===== src/hdl/csc_pkg.sv =====
package csc_pkg;
    // bus geometry
    localparam int DATA_W = 32;
    localparam int ADR_W = 8;
    localparam int IDX_W = 6;
    localparam int HDR_W = 32;

    // register indices, byte address is index times four
    localparam logic [5:0] IDX_TX_EN = 6'h28;
    localparam logic [5:0] IDX_RX_EN = 6'h29;
    localparam logic [5:0] IDX_TX_IND = 6'h2c;
    localparam logic [5:0] IDX_RX_IND = 6'h2d;
    localparam logic [5:0] IDX_TX_STAT = 6'h2e;
    localparam logic [5:0] IDX_RX_STAT = 6'h2f;
    localparam logic [5:0] IDX_IDLE_L = 6'h30;
    localparam logic [5:0] IDX_IDLE_M = 6'h31;
    localparam logic [5:0] IDX_IDLE_H = 6'h32;
    localparam logic [5:0] IDX_DLOSS = 6'h33;
    localparam logic [5:0] IDX_SENT_L = 6'h34;
    localparam logic [5:0] IDX_SENT_M = 6'h35;
    localparam logic [5:0] IDX_SENT_H = 6'h36;
    localparam logic [5:0] IDX_FIXED = 6'h37;
    localparam logic [5:0] IDX_ARR_L = 6'h38;
    localparam logic [5:0] IDX_ARR_M = 6'h39;
    localparam logic [5:0] IDX_ARR_H = 6'h3a;
    localparam logic [5:0] IDX_UNFIX = 6'h3b;
    localparam logic [5:0] IDX_UNM_L = 6'h3c;
    localparam logic [5:0] IDX_UNM_H = 6'h3d;
    localparam logic [5:0] IDX_RX_VAL = 6'h20;
    localparam logic [5:0] IDX_RX_MSK = 6'h21;
    localparam logic [5:0] IDX_IDLE_VAL = 6'h22;
    localparam logic [5:0] IDX_IDLE_MSK = 6'h23;

    // transmit status bit positions
    localparam int TX_PARITY = 7;
    localparam int TX_START = 6;
    localparam int TX_OVR = 5;
    localparam int RX_OVR = 4;
    localparam int TX_SENT = 3;
    localparam int TX_DUP = 2;
    localparam int TX_REPEAT = 0;

    // receive status bit positions
    localparam int RX_DELIN = 7;
    localparam int RX_UNFIX = 6;
    localparam int RX_FIXED = 5;
    localparam int RX_CELL = 3;
    localparam int RX_IDLE = 2;
    localparam int RX_UNM = 1;
    localparam int RX_GFC = 0;

    // header flow control field
    localparam int GFC_HI = 31;
    localparam int GFC_LO = 28;

    // masks and reset values
    localparam logic [7:0] TX_EVT_MASK = 8'hfc;
    localparam logic [7:0] RX_EVT_MASK = 8'h6f;
    localparam logic [7:0] TX_EN_MASK = 8'hfc;
    localparam logic [7:0] RX_EN_MASK = 8'hef;
    localparam logic [7:0] TX_EN_RST = 8'hfc;
    localparam logic [7:0] RX_EN_RST = 8'hef;
    localparam logic [7:0] TX_STAT_RST = 8'h00;
    localparam logic [31:0] WORD_RST = 32'h00000000;

    // tallies
    localparam int TALLY_N = 7;
    localparam int TALLY_MAXW = 19;
    localparam int T_IDLE = 0;
    localparam int T_DLOSS = 1;
    localparam int T_SENT = 2;
    localparam int T_FIXED = 3;
    localparam int T_ARR = 4;
    localparam int T_UNFIX = 5;
    localparam int T_UNM = 6;
    localparam int TALLY_W [0:6] = '{19, 8, 19, 8, 19, 8, 16};
    localparam int SNAP_W = 11;
endpackage


===== src/hdl/csc_tally_if.sv =====
`timescale 1ns/100ps
interface csc_tally_if;
    logic inc;
    logic clr;
    logic [csc_pkg::TALLY_MAXW-1:0] value;
    modport owner (input inc, input clr, output value);
    modport user (output inc, output clr, input value);
endinterface


===== src/hdl/csc_cell_status.sv =====
`timescale 1ns/100ps
module csc_cell_status (
    input wire logic clk_i,
    input wire logic rst_i,
    input wire logic wb_cyc_i,
    input wire logic wb_stb_i,
    input wire logic wb_we_i,
    input wire logic [7:0] wb_adr_i,
    input wire logic [3:0] wb_sel_i,
    input wire logic [31:0] wb_dat_i,
    output logic [31:0] wb_dat_o,
    output logic wb_ack_o,
    input wire logic tx_octet_parity_fault_i,
    input wire logic tx_cell_start_fault_i,
    input wire logic tx_fifo_overrun_flag_i,
    input wire logic rx_fifo_overrun_flag_i,
    input wire logic cell_transmitted_i,
    input wire logic duplicate_address_flag_i,
    input wire logic tx_gap_i,
    input wire logic delineation_lost_state_i,
    input wire logic header_check_uncorrectable_i,
    input wire logic header_check_fixed_i,
    input wire logic rx_hdr_valid_i,
    input wire logic [31:0] rx_hdr_i,
    output logic repeat_last_cell_enable_o,
    output logic tx_fill_idle_o,
    output logic tx_fill_repeat_o
);
    localparam int SW = csc_pkg::SNAP_W;

    typedef struct packed {
        logic [7:0] tx_stat;
        logic [7:0] rx_stat;
        logic [7:0] tx_ind;
        logic [7:0] rx_ind;
        logic [7:0] tx_en;
        logic [7:0] rx_en;
        logic [31:0] rx_val;
        logic [31:0] rx_msk;
        logic [31:0] idle_val;
        logic [31:0] idle_msk;
        logic delin_prev;
        logic [SW-1:0] idle_snap;
        logic [SW-1:0] sent_snap;
        logic [SW-1:0] arr_snap;
        logic [7:0] unm_snap;
        logic ack;
        logic [31:0] dat;
    } csc_state_t;

    csc_state_t q;
    csc_state_t next_q;

    csc_tally_if tif [csc_pkg::TALLY_N] ();

    logic take;
    logic rd;
    logic wr;
    logic [5:0] idx;
    logic m_cell;
    logic m_idle;
    logic m_unm;
    logic m_gfc;
    logic delin_edge;
    logic [7:0] tx_set;
    logic [7:0] rx_set;
    logic [7:0] rx_ind_set;

    // set wins over clear for every held bit
    function automatic logic [7:0] sticky(input logic [7:0] old,
                                          input logic [7:0] set,
                                          input logic [7:0] clr);
        sticky = set | (old & ~clr);
    endfunction

    // header compare, mask bit one means compare that bit
    function automatic logic hdr_match(input logic [31:0] hdr,
                                       input logic [31:0] val,
                                       input logic [31:0] msk);
        hdr_match = ((hdr ^ val) & msk) == 32'h00000000;
    endfunction

    // byte-lane merge for word registers
    function automatic logic [31:0] lane_wr(input logic [31:0] old,
                                            input logic [31:0] din,
                                            input logic [3:0] sel);
        logic [31:0] res;
        res = old;
        for (int b = 0; b < 4; b++) begin
            if (sel[b]) begin
                res[b*8 +: 8] = din[b*8 +: 8];
            end
        end
        lane_wr = res;
    endfunction

    // bus request decode, one answer per request
    assign take = wb_cyc_i & wb_stb_i & ~q.ack;
    assign rd = take & ~wb_we_i;
    assign wr = take & wb_we_i;
    assign idx = wb_adr_i[7:2];

    // header classification
    assign m_cell = rx_hdr_valid_i
        & hdr_match(rx_hdr_i, q.rx_val, q.rx_msk);
    assign m_idle = rx_hdr_valid_i
        & hdr_match(rx_hdr_i, q.idle_val, q.idle_msk);
    assign m_unm = rx_hdr_valid_i & ~m_cell & ~m_idle;
    assign m_gfc = rx_hdr_valid_i
        & (rx_hdr_i[csc_pkg::GFC_HI:csc_pkg::GFC_LO] != 4'h0);
    assign delin_edge = q.delin_prev ^ delineation_lost_state_i;

    // event vectors in register bit order
    always_comb begin
        tx_set = 8'h00;
        tx_set[csc_pkg::TX_PARITY] = tx_octet_parity_fault_i;
        tx_set[csc_pkg::TX_START] = tx_cell_start_fault_i;
        tx_set[csc_pkg::TX_OVR] = tx_fifo_overrun_flag_i;
        tx_set[csc_pkg::RX_OVR] = rx_fifo_overrun_flag_i;
        tx_set[csc_pkg::TX_SENT] = cell_transmitted_i;
        tx_set[csc_pkg::TX_DUP] = duplicate_address_flag_i;
        rx_set = 8'h00;
        rx_set[csc_pkg::RX_UNFIX] = header_check_uncorrectable_i;
        rx_set[csc_pkg::RX_FIXED] = header_check_fixed_i;
        rx_set[csc_pkg::RX_CELL] = m_cell;
        rx_set[csc_pkg::RX_IDLE] = m_idle;
        rx_set[csc_pkg::RX_UNM] = m_unm;
        rx_set[csc_pkg::RX_GFC] = m_gfc;
        rx_ind_set = rx_set;
        rx_ind_set[csc_pkg::RX_DELIN] = delin_edge;
    end

    // tally drive: increments and clearing reads
    assign tif[csc_pkg::T_IDLE].inc = m_idle;
    assign tif[csc_pkg::T_DLOSS].inc = delin_edge
        & delineation_lost_state_i;
    assign tif[csc_pkg::T_SENT].inc = cell_transmitted_i;
    assign tif[csc_pkg::T_FIXED].inc = header_check_fixed_i;
    assign tif[csc_pkg::T_ARR].inc = m_cell;
    assign tif[csc_pkg::T_UNFIX].inc = header_check_uncorrectable_i;
    assign tif[csc_pkg::T_UNM].inc = m_unm;
    assign tif[csc_pkg::T_IDLE].clr = rd & (idx == csc_pkg::IDX_IDLE_L);
    assign tif[csc_pkg::T_DLOSS].clr = rd & (idx == csc_pkg::IDX_DLOSS);
    assign tif[csc_pkg::T_SENT].clr = rd & (idx == csc_pkg::IDX_SENT_L);
    assign tif[csc_pkg::T_FIXED].clr = rd & (idx == csc_pkg::IDX_FIXED);
    assign tif[csc_pkg::T_ARR].clr = rd & (idx == csc_pkg::IDX_ARR_L);
    assign tif[csc_pkg::T_UNFIX].clr = rd & (idx == csc_pkg::IDX_UNFIX);
    assign tif[csc_pkg::T_UNM].clr = rd & (idx == csc_pkg::IDX_UNM_L);

    // one saturating tally per counter
    for (genvar i = 0; i < csc_pkg::TALLY_N; i++) begin : g_tally
        csc_tally #(
            .W(csc_pkg::TALLY_W[i])
        ) u_tally (
            .clk_i(clk_i),
            .rst_i(rst_i),
            .tally(tif[i])
        );
    end

    // next state: status, indications, writes, reads
    always_comb begin
        next_q = q;
        next_q.ack = take;
        next_q.delin_prev = delineation_lost_state_i;
        next_q.dat = 32'h00000000;
        // held events, cleared by a read of their register
        next_q.tx_stat = sticky(q.tx_stat, tx_set,
            (rd && idx == csc_pkg::IDX_TX_STAT)
            ? csc_pkg::TX_EVT_MASK : 8'h00);
        next_q.rx_stat = sticky(q.rx_stat, rx_set,
            (rd && idx == csc_pkg::IDX_RX_STAT)
            ? csc_pkg::RX_EVT_MASK : 8'h00);
        // indications latch only while enabled
        next_q.tx_ind = sticky(q.tx_ind, tx_set & q.tx_en,
            (rd && idx == csc_pkg::IDX_TX_IND)
            ? 8'hff : 8'h00);
        next_q.rx_ind = sticky(q.rx_ind, rx_ind_set & q.rx_en,
            (rd && idx == csc_pkg::IDX_RX_IND)
            ? 8'hff : 8'h00);
        // software writes
        if (wr) begin
            unique case (idx)
                csc_pkg::IDX_TX_STAT: begin
                    if (wb_sel_i[0]) begin
                        next_q.tx_stat[csc_pkg::TX_REPEAT] =
                            wb_dat_i[csc_pkg::TX_REPEAT];
                    end
                end
                csc_pkg::IDX_TX_EN: begin
                    if (wb_sel_i[0]) begin
                        next_q.tx_en = wb_dat_i[7:0] & csc_pkg::TX_EN_MASK;
                    end
                end
                csc_pkg::IDX_RX_EN: begin
                    if (wb_sel_i[0]) begin
                        next_q.rx_en = wb_dat_i[7:0] & csc_pkg::RX_EN_MASK;
                    end
                end
                csc_pkg::IDX_RX_VAL: begin
                    next_q.rx_val = lane_wr(q.rx_val, wb_dat_i, wb_sel_i);
                end
                csc_pkg::IDX_RX_MSK: begin
                    next_q.rx_msk = lane_wr(q.rx_msk, wb_dat_i, wb_sel_i);
                end
                csc_pkg::IDX_IDLE_VAL: begin
                    next_q.idle_val = lane_wr(q.idle_val, wb_dat_i,
                        wb_sel_i);
                end
                csc_pkg::IDX_IDLE_MSK: begin
                    next_q.idle_msk = lane_wr(q.idle_msk, wb_dat_i,
                        wb_sel_i);
                end
                default: begin
                end
            endcase
        end
        // reads, with snapshot of upper tally bytes
        if (rd) begin
            unique case (idx)
                csc_pkg::IDX_TX_EN: next_q.dat[7:0] = q.tx_en;
                csc_pkg::IDX_RX_EN: next_q.dat[7:0] = q.rx_en;
                csc_pkg::IDX_TX_IND: next_q.dat[7:0] = q.tx_ind;
                csc_pkg::IDX_RX_IND: next_q.dat[7:0] = q.rx_ind;
                csc_pkg::IDX_TX_STAT: next_q.dat[7:0] = q.tx_stat;
                csc_pkg::IDX_RX_STAT: begin
                    next_q.dat[7:0] = q.rx_stat;
                    next_q.dat[csc_pkg::RX_DELIN] =
                        delineation_lost_state_i;
                end
                csc_pkg::IDX_IDLE_L: begin
                    next_q.dat[7:0] = tif[csc_pkg::T_IDLE].value[7:0];
                    next_q.idle_snap =
                        tif[csc_pkg::T_IDLE].value[18:8];
                end
                csc_pkg::IDX_IDLE_M: begin
                    next_q.dat[7:0] = q.idle_snap[7:0];
                    next_q.idle_snap[7:0] = 8'h00;
                end
                csc_pkg::IDX_IDLE_H: begin
                    next_q.dat[2:0] = q.idle_snap[10:8];
                    next_q.idle_snap[10:8] = 3'h0;
                end
                csc_pkg::IDX_DLOSS: begin
                    next_q.dat[7:0] = tif[csc_pkg::T_DLOSS].value[7:0];
                end
                csc_pkg::IDX_SENT_L: begin
                    next_q.dat[7:0] = tif[csc_pkg::T_SENT].value[7:0];
                    next_q.sent_snap =
                        tif[csc_pkg::T_SENT].value[18:8];
                end
                csc_pkg::IDX_SENT_M: begin
                    next_q.dat[7:0] = q.sent_snap[7:0];
                    next_q.sent_snap[7:0] = 8'h00;
                end
                csc_pkg::IDX_SENT_H: begin
                    next_q.dat[2:0] = q.sent_snap[10:8];
                    next_q.sent_snap[10:8] = 3'h0;
                end
                csc_pkg::IDX_FIXED: begin
                    next_q.dat[7:0] = tif[csc_pkg::T_FIXED].value[7:0];
                end
                csc_pkg::IDX_ARR_L: begin
                    next_q.dat[7:0] = tif[csc_pkg::T_ARR].value[7:0];
                    next_q.arr_snap =
                        tif[csc_pkg::T_ARR].value[18:8];
                end
                csc_pkg::IDX_ARR_M: begin
                    next_q.dat[7:0] = q.arr_snap[7:0];
                    next_q.arr_snap[7:0] = 8'h00;
                end
                csc_pkg::IDX_ARR_H: begin
                    next_q.dat[2:0] = q.arr_snap[10:8];
                    next_q.arr_snap[10:8] = 3'h0;
                end
                csc_pkg::IDX_UNFIX: begin
                    next_q.dat[7:0] = tif[csc_pkg::T_UNFIX].value[7:0];
                end
                csc_pkg::IDX_UNM_L: begin
                    next_q.dat[7:0] = tif[csc_pkg::T_UNM].value[7:0];
                    next_q.unm_snap =
                        tif[csc_pkg::T_UNM].value[15:8];
                end
                csc_pkg::IDX_UNM_H: begin
                    next_q.dat[7:0] = q.unm_snap;
                    next_q.unm_snap = 8'h00;
                end
                csc_pkg::IDX_RX_VAL: next_q.dat = q.rx_val;
                csc_pkg::IDX_RX_MSK: next_q.dat = q.rx_msk;
                csc_pkg::IDX_IDLE_VAL: next_q.dat = q.idle_val;
                csc_pkg::IDX_IDLE_MSK: next_q.dat = q.idle_msk;
                default: next_q.dat = 32'h00000000;
            endcase
        end
    end

    // state register
    always_ff @(posedge clk_i) begin
        if (rst_i) begin
            q <= '0;
            q.tx_en <= csc_pkg::TX_EN_RST;
            q.rx_en <= csc_pkg::RX_EN_RST;
            q.tx_stat <= csc_pkg::TX_STAT_RST;
            q.rx_val <= csc_pkg::WORD_RST;
            q.rx_msk <= csc_pkg::WORD_RST;
            q.idle_val <= csc_pkg::WORD_RST;
            q.idle_msk <= csc_pkg::WORD_RST;
        end else begin
            q <= next_q;
        end
    end

    // bus outputs and transmitter gap control
    assign wb_ack_o = q.ack;
    assign wb_dat_o = q.dat;
    assign repeat_last_cell_enable_o = q.tx_stat[csc_pkg::TX_REPEAT];
    assign tx_fill_idle_o = tx_gap_i
        & ~q.tx_stat[csc_pkg::TX_REPEAT];
    assign tx_fill_repeat_o = tx_gap_i
        & q.tx_stat[csc_pkg::TX_REPEAT];
endmodule


===== src/hdl/csc_tally.sv =====
`timescale 1ns/100ps
module csc_tally #(
    parameter int W = 8
) (
    input wire logic clk_i,
    input wire logic rst_i,
    csc_tally_if.owner tally
);
    localparam int MW = csc_pkg::TALLY_MAXW;
    localparam logic [W-1:0] FULL = {W{1'b1}};
    localparam logic [W-1:0] ONE = W'(1);

    typedef struct packed {
        logic [W-1:0] cnt;
    } csc_tally_t;

    csc_tally_t q;
    csc_tally_t next_q;

    // clear on read, a coincident event survives, stop at full
    always_comb begin
        next_q = q;
        if (tally.clr) begin
            next_q.cnt = tally.inc ? ONE : '0;
        end else if (tally.inc && q.cnt != FULL) begin
            next_q.cnt = q.cnt + ONE;
        end
    end

    // state register
    always_ff @(posedge clk_i) begin
        if (rst_i) begin
            q <= '0;
        end else begin
            q <= next_q;
        end
    end

    assign tally.value = MW'(q.cnt);
endmodule


===== config.mk =====
export PLATFORM = sky130hd
export DESIGN_NAME = csc_cell_status
export DESIGN_NICKNAME = d
export VERILOG_FILES = /design/src/hdl/csc_pkg.sv /design/src/hdl/csc_tally_if.sv /design/src/hdl/csc_cell_status.sv /design/src/hdl/csc_tally.sv
export SDC_FILE = /design/constraint.sdc
export NUM_CORES = 1
export LEC_CHECK = 0
export BUFFER_PORTS_ARGS = -buffer_cell sky130_fd_sc_hd__buf_2
export CORE_ASPECT_RATIO = 0.7
export CORE_MARGIN = 1
export CORE_UTILIZATION = 45
export CTS_CLUSTER_SIZE = 12
export DETAILED_ROUTE_END_ITERATION = 10
export PLACE_DENSITY = 0.63
export SETUP_SLACK_MARGIN = 0.05
export SYNTH_ARGS = -nofsm -noshare
export SYNTH_HDL_FRONTEND = slang
export SYNTH_SLANG_ARGS = --single-unit

===== constraint.sdc =====
create_clock -name clk_i -period 2.34 [get_ports clk_i]
set_clock_uncertainty 0.05 [all_clocks]
set_input_delay 0.468 -clock clk_i [delete_from_list [all_inputs] [get_ports clk_i]]
set_output_delay 0.468 -clock clk_i [all_outputs]
set_load 0.02 [all_outputs]

==> impl_metrics.env, run 1 <==
export IMPL_post_synth_num_cell_types=61
export IMPL_num_antenna_cells=0
export IMPL_coreArea_um2=33900
export IMPL_rows=56
export IMPL_hp_start="rst_i"
export IMPL_avgSynthCellArea_um2=8.48
export IMPL_peakVddDrop_mv=0.533
export IMPL_synthAdderAreaFrac=0.00638
export IMPL_relSlewSlack=0.435
export IMPL_clk_path_buf_depth=3
export IMPL_n_fill_cell=3064
export IMPL_violations="negative setup slack"
export IMPL_clock_latency_ns=0.54
export IMPL_postRouteAntennaNets=0
export IMPL_synth_xor_area_frac=0.0497
export IMPL_worstHoldPathType="input port to flop"
export IMPL_drtIter0Drc=1904
export IMPL_finalPower_uw=12200
export IMPL_cts_tree="done"
export IMPL_period_needed_ns=2.49
export IMPL_cp_max_fo=15
export IMPL_critPathLaunchType="flop"
export IMPL_met1_usage=0.487
export IMPL_grt_max_degree=170
export IMPL_fp_dieW_um=225
export IMPL_rsz0062_at_grt="true"
export IMPL_finalWorstSetupSlack_ns=-0.147
export IMPL_grt_pass1_wl_um=86000
export IMPL_synth_top_family_by_area="simple AND/OR/NAND/NOR gates"
export IMPL_placed_cell_area_um2=18400
export IMPL_path_class="flop to flop"
export IMPL_syn_nets=1950
export IMPL_finalInstanceArea_um2=19900
export IMPL_numCtsBuffers=37
export IMPL_ys_warn_count=0
export IMPL_drcViolationCount=0
export IMPL_htreeDepth=2
export IMPL_ys_seq_area_frac=0.437
export IMPL_met2_usage=0.435
export IMPL_grt_busiest_layer="met1"
export IMPL_dieArea_um2=35600
export IMPL_viasPerCell=5.98
export IMPL_synthArstFlopShare=0
export IMPL_maxCapViolCount=0
export IMPL_synth_area_leaders="dfxtp_1 44%, a22oi_1 7.8%, a21oi_1 6.3%, nor2_1 4.5%, nand3_1 4.4%"
export IMPL_grt_pass1_vias=14300
export IMPL_critPathCaptureType="flop"
export IMPL_setup_viol=34
export IMPL_crit_start="q[181]"
export IMPL_p_leak_uw=0.00794
export IMPL_syn_cell_area_um2=15700
export IMPL_cp_slowest_stage_delay_ns=0.49
export IMPL_cp_arrival_ns=2.92
export IMPL_slowest_stage="or4_1"
export IMPL_overflow=0
export IMPL_cts_sinks=342
export IMPL_power_density_nw_per_um2=614
export IMPL_final_common_cell="dfxtp_1"
export IMPL_internal_power_uw=9320
export IMPL_synth_compound_area_share=0.202
export IMPL_initial_utilization=0.462
export IMPL_drt_pre_antenna_iters=5
export IMPL_power_frac_comb=0.060
export IMPL_synth_top_cell_area_share=0.437
export IMPL_io_buffer_count=125
export IMPL_pin_count=128
export IMPL_synth_ff_type="dfxtp_1"
export IMPL_vias=15700
export IMPL_die_height_um=158
export IMPL_slew_violations=0
export IMPL_wire_per_inst_um=22.1
export IMPL_cpMostUsedCell="buf_12"
export IMPL_status="finished, violations left"
export IMPL_cp_cell_sequence="xor2_1 -> a22oi_1 -> nand4_1 -> nor4_4 -> buf_6 -> buf_12 -> a211o_4 -> buf_12 -> or4_1 -> a21oi_2"
export IMPL_root_buffer="clkbuf_16"
export IMPL_drive_gt1_frac=0.241
export IMPL_cpLargestDelayFamily="simple AND/OR/NAND/NOR gates"
export IMPL_p_seq_frac=0.485
export IMPL_yosys_area_share_simple=0.215
export IMPL_clk_transition_reported_paths_ns=0.06
export IMPL_synthMuxAreaShare=0.0404
export IMPL_timing_rr_start="q[181]"
export IMPL_crit_buf_inv=3
export IMPL_fin_nets=2249
export IMPL_routed_wl_um=58200
export IMPL_grt_usage=0.320
export IMPL_fmax_mhz=402
export IMPL_hpwlAfterDp_um=43300
export IMPL_synthToLayoutAreaGrowth_pct=27.1
export IMPL_cts_hold_buf=0
export IMPL_dp_slack_ns=-0.422
export IMPL_fin_crit_sh=1.06
export IMPL_place_gp_congestion=0.992
export IMPL_mostFrequentLayoutCells="327 x dfxtp_1, 238 x buf_4, 186 x a21oi_1, 184 x nor2_1, 171 x nand2_1"
export IMPL_synth_top_cell_by_area="dfxtp_1"
export IMPL_grt_antenna_before_repair=1
export IMPL_required_ns=2.77
export IMPL_ys_seq_elements=342
export IMPL_syn_inst=1850
export IMPL_p_clk_frac=0.455
export IMPL_power_switching_uw=2910
export IMPL_hold_viol=0
export IMPL_grt_use_met3=0.0900
export IMPL_synth_edf_count=0
export IMPL_swShare=0.238
export IMPL_worst_pin_slew_ns=0.847
layout make-up:
class                   count  area, um2  share of cell area
clock buffers              52       1020              0.0514
inverters                  25       93.8             0.00471
flip-flops and latches    342       6870               0.344
well taps                 464        581              0.0291
clock inverters             8       75.1             0.00377
multi-input cells        1349       8340               0.418
repair buffers            394       2960               0.148
metrics by stage:
stage | util | setup TNS, ns | std cells | hold slack (ns)
2_1_floorplan | - | 0 | 1850 | 0.382
6_report | 0.588 | -2.21 | 2634 | 0.0964
3_3_place_gp | 0.542 | -17.36 | 2560 | 0.393
3_5_place_dp | 0.542 | -19.55 | 2560 | 0.400
5_1_grt | 0.588 | -6.61 | 2634 | 0.103
4_1_cts | 0.582 | -1.13 | 2629 | 0.0852
power groups by stage:
stage | Combinational [uW] | Clock [uW] | Sequential [uW]
2_1_floorplan | 316 | 0 | 6040
3_3_place_gp | 684 | 0 | 6060
3_5_place_dp | 692 | 0 | 6060
4_1_cts | 713 | 5640 | 5930
5_1_grt | 780 | 5900 | 5930
6_report | 736 | 5560 | 5930
metal layers:
| layer | vias up | share of wire | wire [um] |
|---|---|---|---|
| li1 | 7314 | - | - |
| met1 | 7627 | 0.47 | 27600 |
| met2 | 731 | 0.40 | 23000 |
| met3 | 74 | 0.11 | 6530 |
| met4 | 2 | 0.017 | 982 |
| met5 | - | 0.00022 | 13 |
sequential cells by signal (all words and copies together) (netlist names):
register and cells:
q 211, g_tally.u_tally.tally.value 57, g_tally.u_tally.q 40, wb_dat_o 32, repeat_last_cell_enable_o 1, wb_ack_o 1
what timing repair did:
item	CTS	global route
setup endpoints to repair	49	66
gates resized for setup	42	38
setup buffers	7	4
pin swaps	30	23
gates cloned	2	2
cells in the mapped netlist (5+ instances only):
| cell type | number |
|---|---|
| a22oi_1 | 162 |
| and2_1 | 9 |
| nand4_1 | 37 |
| clkbuf_1 | 65 |
| xor2_1 | 77 |
| and3_1 | 26 |
| o21ai_0 | 36 |
| o31ai_1 | 18 |
| or3_1 | 45 |
| nand3b_1 | 8 |
| xnor2_1 | 12 |
| a22o_1 | 16 |
| nand2_1 | 171 |
| or2_2 | 5 |
| nor2_1 | 186 |
| a31oi_1 | 5 |
| a211o_1 | 7 |
| a21oi_1 | 198 |
| a221oi_1 | 17 |
| nand2b_1 | 11 |
| inv_1 | 25 |
| a311oi_1 | 6 |
| buf_2 | 30 |
| nand3_1 | 139 |
| mux2i_1 | 61 |
| buf_4 | 34 |
| nor3_1 | 19 |
| or4_1 | 16 |
| ha_1 | 8 |
| dfxtp_1 | 342 |
| nor4_1 | 5 |
worst reg2reg max path: cells and delay by family (launching register included):
kind	cells	cell delay, ns
DFF	1	0.36
and+or+nand+nor	3	0.71
buffers and inverters	3	0.43
AOI/OAI and AO/OA	3	0.60
xor gates and xnor gates	1	0.28
final timing paths:
path | slack [ns] | end | cells after the start
worst max-delay path | -0.15 | g_tally[6].u_tally.q[9] | 10
worst max register to register | -0.15 | g_tally[6].u_tally.q[9] | 10
worst min register to register | 0.40 | q[61] | 2
worst min-delay path | 0.1 | q[71] | 2
cell families after synthesis:
group / Yosys count
adders and majority gates: 8
buffers and inverters: 159
DFF: 342
muxes: 63
xor gates and xnor gates: 89
and+or+nand+nor: 700
AOI/OAI and AO/OA: 489
(Power assumes the default switching activity.)
==> inputs of run 2 (changes only) <==
--- a/config.mk
+++ b/config.mk
@@ -8,10 +8,9 @@
 export BUFFER_PORTS_ARGS = -buffer_cell sky130_fd_sc_hd__buf_2
 export CORE_ASPECT_RATIO = 0.7
 export CORE_MARGIN = 1
-export CORE_UTILIZATION = 45
-export CTS_CLUSTER_SIZE = 12
+export CORE_UTILIZATION = 54
 export DETAILED_ROUTE_END_ITERATION = 10
-export PLACE_DENSITY = 0.63
+export PLACE_DENSITY = 0.74
 export SETUP_SLACK_MARGIN = 0.05
 export SYNTH_ARGS = -nofsm -noshare
 export SYNTH_HDL_FRONTEND = slang
==> impl_metrics.env, run 2 (same netlist as run 1, synthesis figures left out) <==
export IMPL_clk_path_buf_depth=3
export IMPL_min_to="q[248]"
export IMPL_viasPerCell=6.35
export IMPL_status="finished, violations left"
export IMPL_fin_crit_sh=1.07
export IMPL_peakVddDrop_mv=0.586
export IMPL_worst_pin_slew_ns=0.613
export IMPL_pin_count=128
export IMPL_drt_pre_antenna_iters=7
export IMPL_rows=51
export IMPL_required_ns=2.75
export IMPL_numCtsBuffers=35
export IMPL_power_frac_comb=0.062
export IMPL_fmax_mhz=401
export IMPL_rr_endpoint="g_tally[4].u_tally.tally.value[13]"
export IMPL_cp_arrival_ns=2.91
export IMPL_fp_dieW_um=206
export IMPL_routed_wl_um=58100
export IMPL_grt_pass1_vias=14600
export IMPL_largest_reg_flops=211
export IMPL_wire_per_inst_um=22.8
export IMPL_critPathLaunchType="flop"
export IMPL_initial_utilization=0.557
export IMPL_violations="negative setup slack"
export IMPL_vias=16200
export IMPL_tns_ns=-3.35
export IMPL_hp_start="tx_fifo_overrun_flag_i"
export IMPL_drtIter0Drc=2257
export IMPL_grt_usage=0.381
export IMPL_finalWorstSetupSlack_ns=-0.153
export IMPL_power_density_nw_per_um2=607
export IMPL_finalInstanceArea_um2=20200
export IMPL_grt_antenna_before_repair=3
export IMPL_rsz0062_at_grt="true"
export IMPL_clock_latency_ns=0.55
export IMPL_rrSetupSlack_ns=-0.15
export IMPL_top_register="q"
export IMPL_p_clk_frac=0.455
export IMPL_cts_sinks=342
export IMPL_overflow=0
export IMPL_cp_max_fo=7
export IMPL_power_switching_uw=2950
export IMPL_maxCapViolCount=0
export IMPL_clk_transition_reported_paths_ns=0.07
export IMPL_hold_ws_ns=0.138
export IMPL_drive_gt1_frac=0.267
export IMPL_internal_power_uw=9300
export IMPL_dp_slack_ns=-0.627
export IMPL_hold_viol=0
export IMPL_path_class="flop to flop"
export IMPL_swShare=0.241
export IMPL_hpwlAfterDp_um=41800
export IMPL_synthToLayoutAreaGrowth_pct=28.7
export IMPL_drcViolationCount=0
export IMPL_coreArea_um2=28100
export IMPL_place_gp_congestion=1.03
export IMPL_grt_pass1_wl_um=85600
export IMPL_whs_path_depth=3
export IMPL_timing_rr_start="q[174]"
export IMPL_slew_violations=0
export IMPL_cts_tree="done"
export IMPL_root_buffer="clkbuf_16"
export IMPL_reg2reg_depth=10
export IMPL_io_buffer_count=125
export IMPL_htreeDepth=2
export IMPL_dieArea_um2=29700
export IMPL_mostFrequentLayoutCells="318 x dfxtp_1, 239 x buf_4, 183 x nor2_1, 178 x a21oi_1, 171 x nand2_1"
export IMPL_relSlewSlack=0.591
export IMPL_grt_max_degree=78
export IMPL_setup_viol=47
export IMPL_final_common_cell="dfxtp_1"
export IMPL_placed_cell_area_um2=18200
export IMPL_period_needed_ns=2.49
export IMPL_p_leak_uw=0.00804
export IMPL_worstHoldPathType="input port to flop"
export IMPL_critPathCaptureType="flop"
export IMPL_postRouteAntennaNets=0
export IMPL_fin_nets=2253
export IMPL_p_seq_frac=0.484
export IMPL_die_height_um=145
run 2: repair_timing:
action | CTS | global route
pin swaps | 49 | 45
resized for setup | 76 | 78
setup buffers | 12 | 7
endpoints found under the setup margin | 54 | 60
endpoints found under the hold margin | 0 | 0
cloned | 4 | 1
hold buffers | 0 | 0
run 2: how the worst max path moves through the flow:
stage	startpoint	endpoint
6_report	q[174]	g_tally[4].u_tally.tally.value[13]
5_1_grt	q[202]	g_tally[4].u_tally.tally.value[13]
4_1_cts	q[182]	g_tally[4].u_tally.tally.value[13]
3_5_place_dp	rx_hdr_i[12]	g_tally[4].u_tally.tally.value[8]
3_3_place_gp	rx_hdr_i[12]	g_tally[4].u_tally.tally.value[4]
2_1_floorplan	g_tally[2].u_tally.tally.value[0]	g_tally[2].u_tally.tally.value[14]
run 2: metrics by stage:
step	util	power, uW	cells
final	0.717	12300	2552
after global routing	0.717	12600	2548
after CTS	0.703	12200	2543
after detailed placement	0.648	6740	2470
after global placement	0.648	6730	2470
after floorplan	-	6350	1850
run 2: cell type report:
cell class                      count  area, um2
Fill cell                        2184       7960
Tap cell                          371        464
Antenna cell                        4       10.0
Multi-Input combinational cell   1349       8610
Timing Repair Buffer              400       3000
Sequential cell                   342       6880
Inverter                           25       93.8
Clock inverter                     11       83.8
Clock buffer                       50       1040
run 2: routing by layer:
metal / global-route usage / part of all wire / vias to the layer above
met3: 0.126 / 0.13 / 114
li1: - / - / 7330
met5: 0.0238 / 0.0015 / -
met1: 0.557 / 0.43 / 7754
met4: 0.0979 / 0.022 / 2
met2: 0.527 / 0.41 / 1004
run 2: worst max-delay path, cell delays in order (launching register included):
cell and delay [ns]:
dfxtp_1 0.32, xor2_1 0.17, a22oi_2 0.30, nand4_1 0.20, nor4_4 0.32, buf_6 0.18, buf_6 0.11, nand4b_4 0.10
buf_6 0.15, or4_1 0.39, a21oi_1 0.13
run 2: power by group through the flow:
stage	registers [uW]	logic, uW	clock network [uW]
global placement	6050	679	0
finish	5930	757	5570
CTS	5920	712	5590
global route	5930	801	5850
detailed placement	6050	688	0
floorplan	6040	316	0
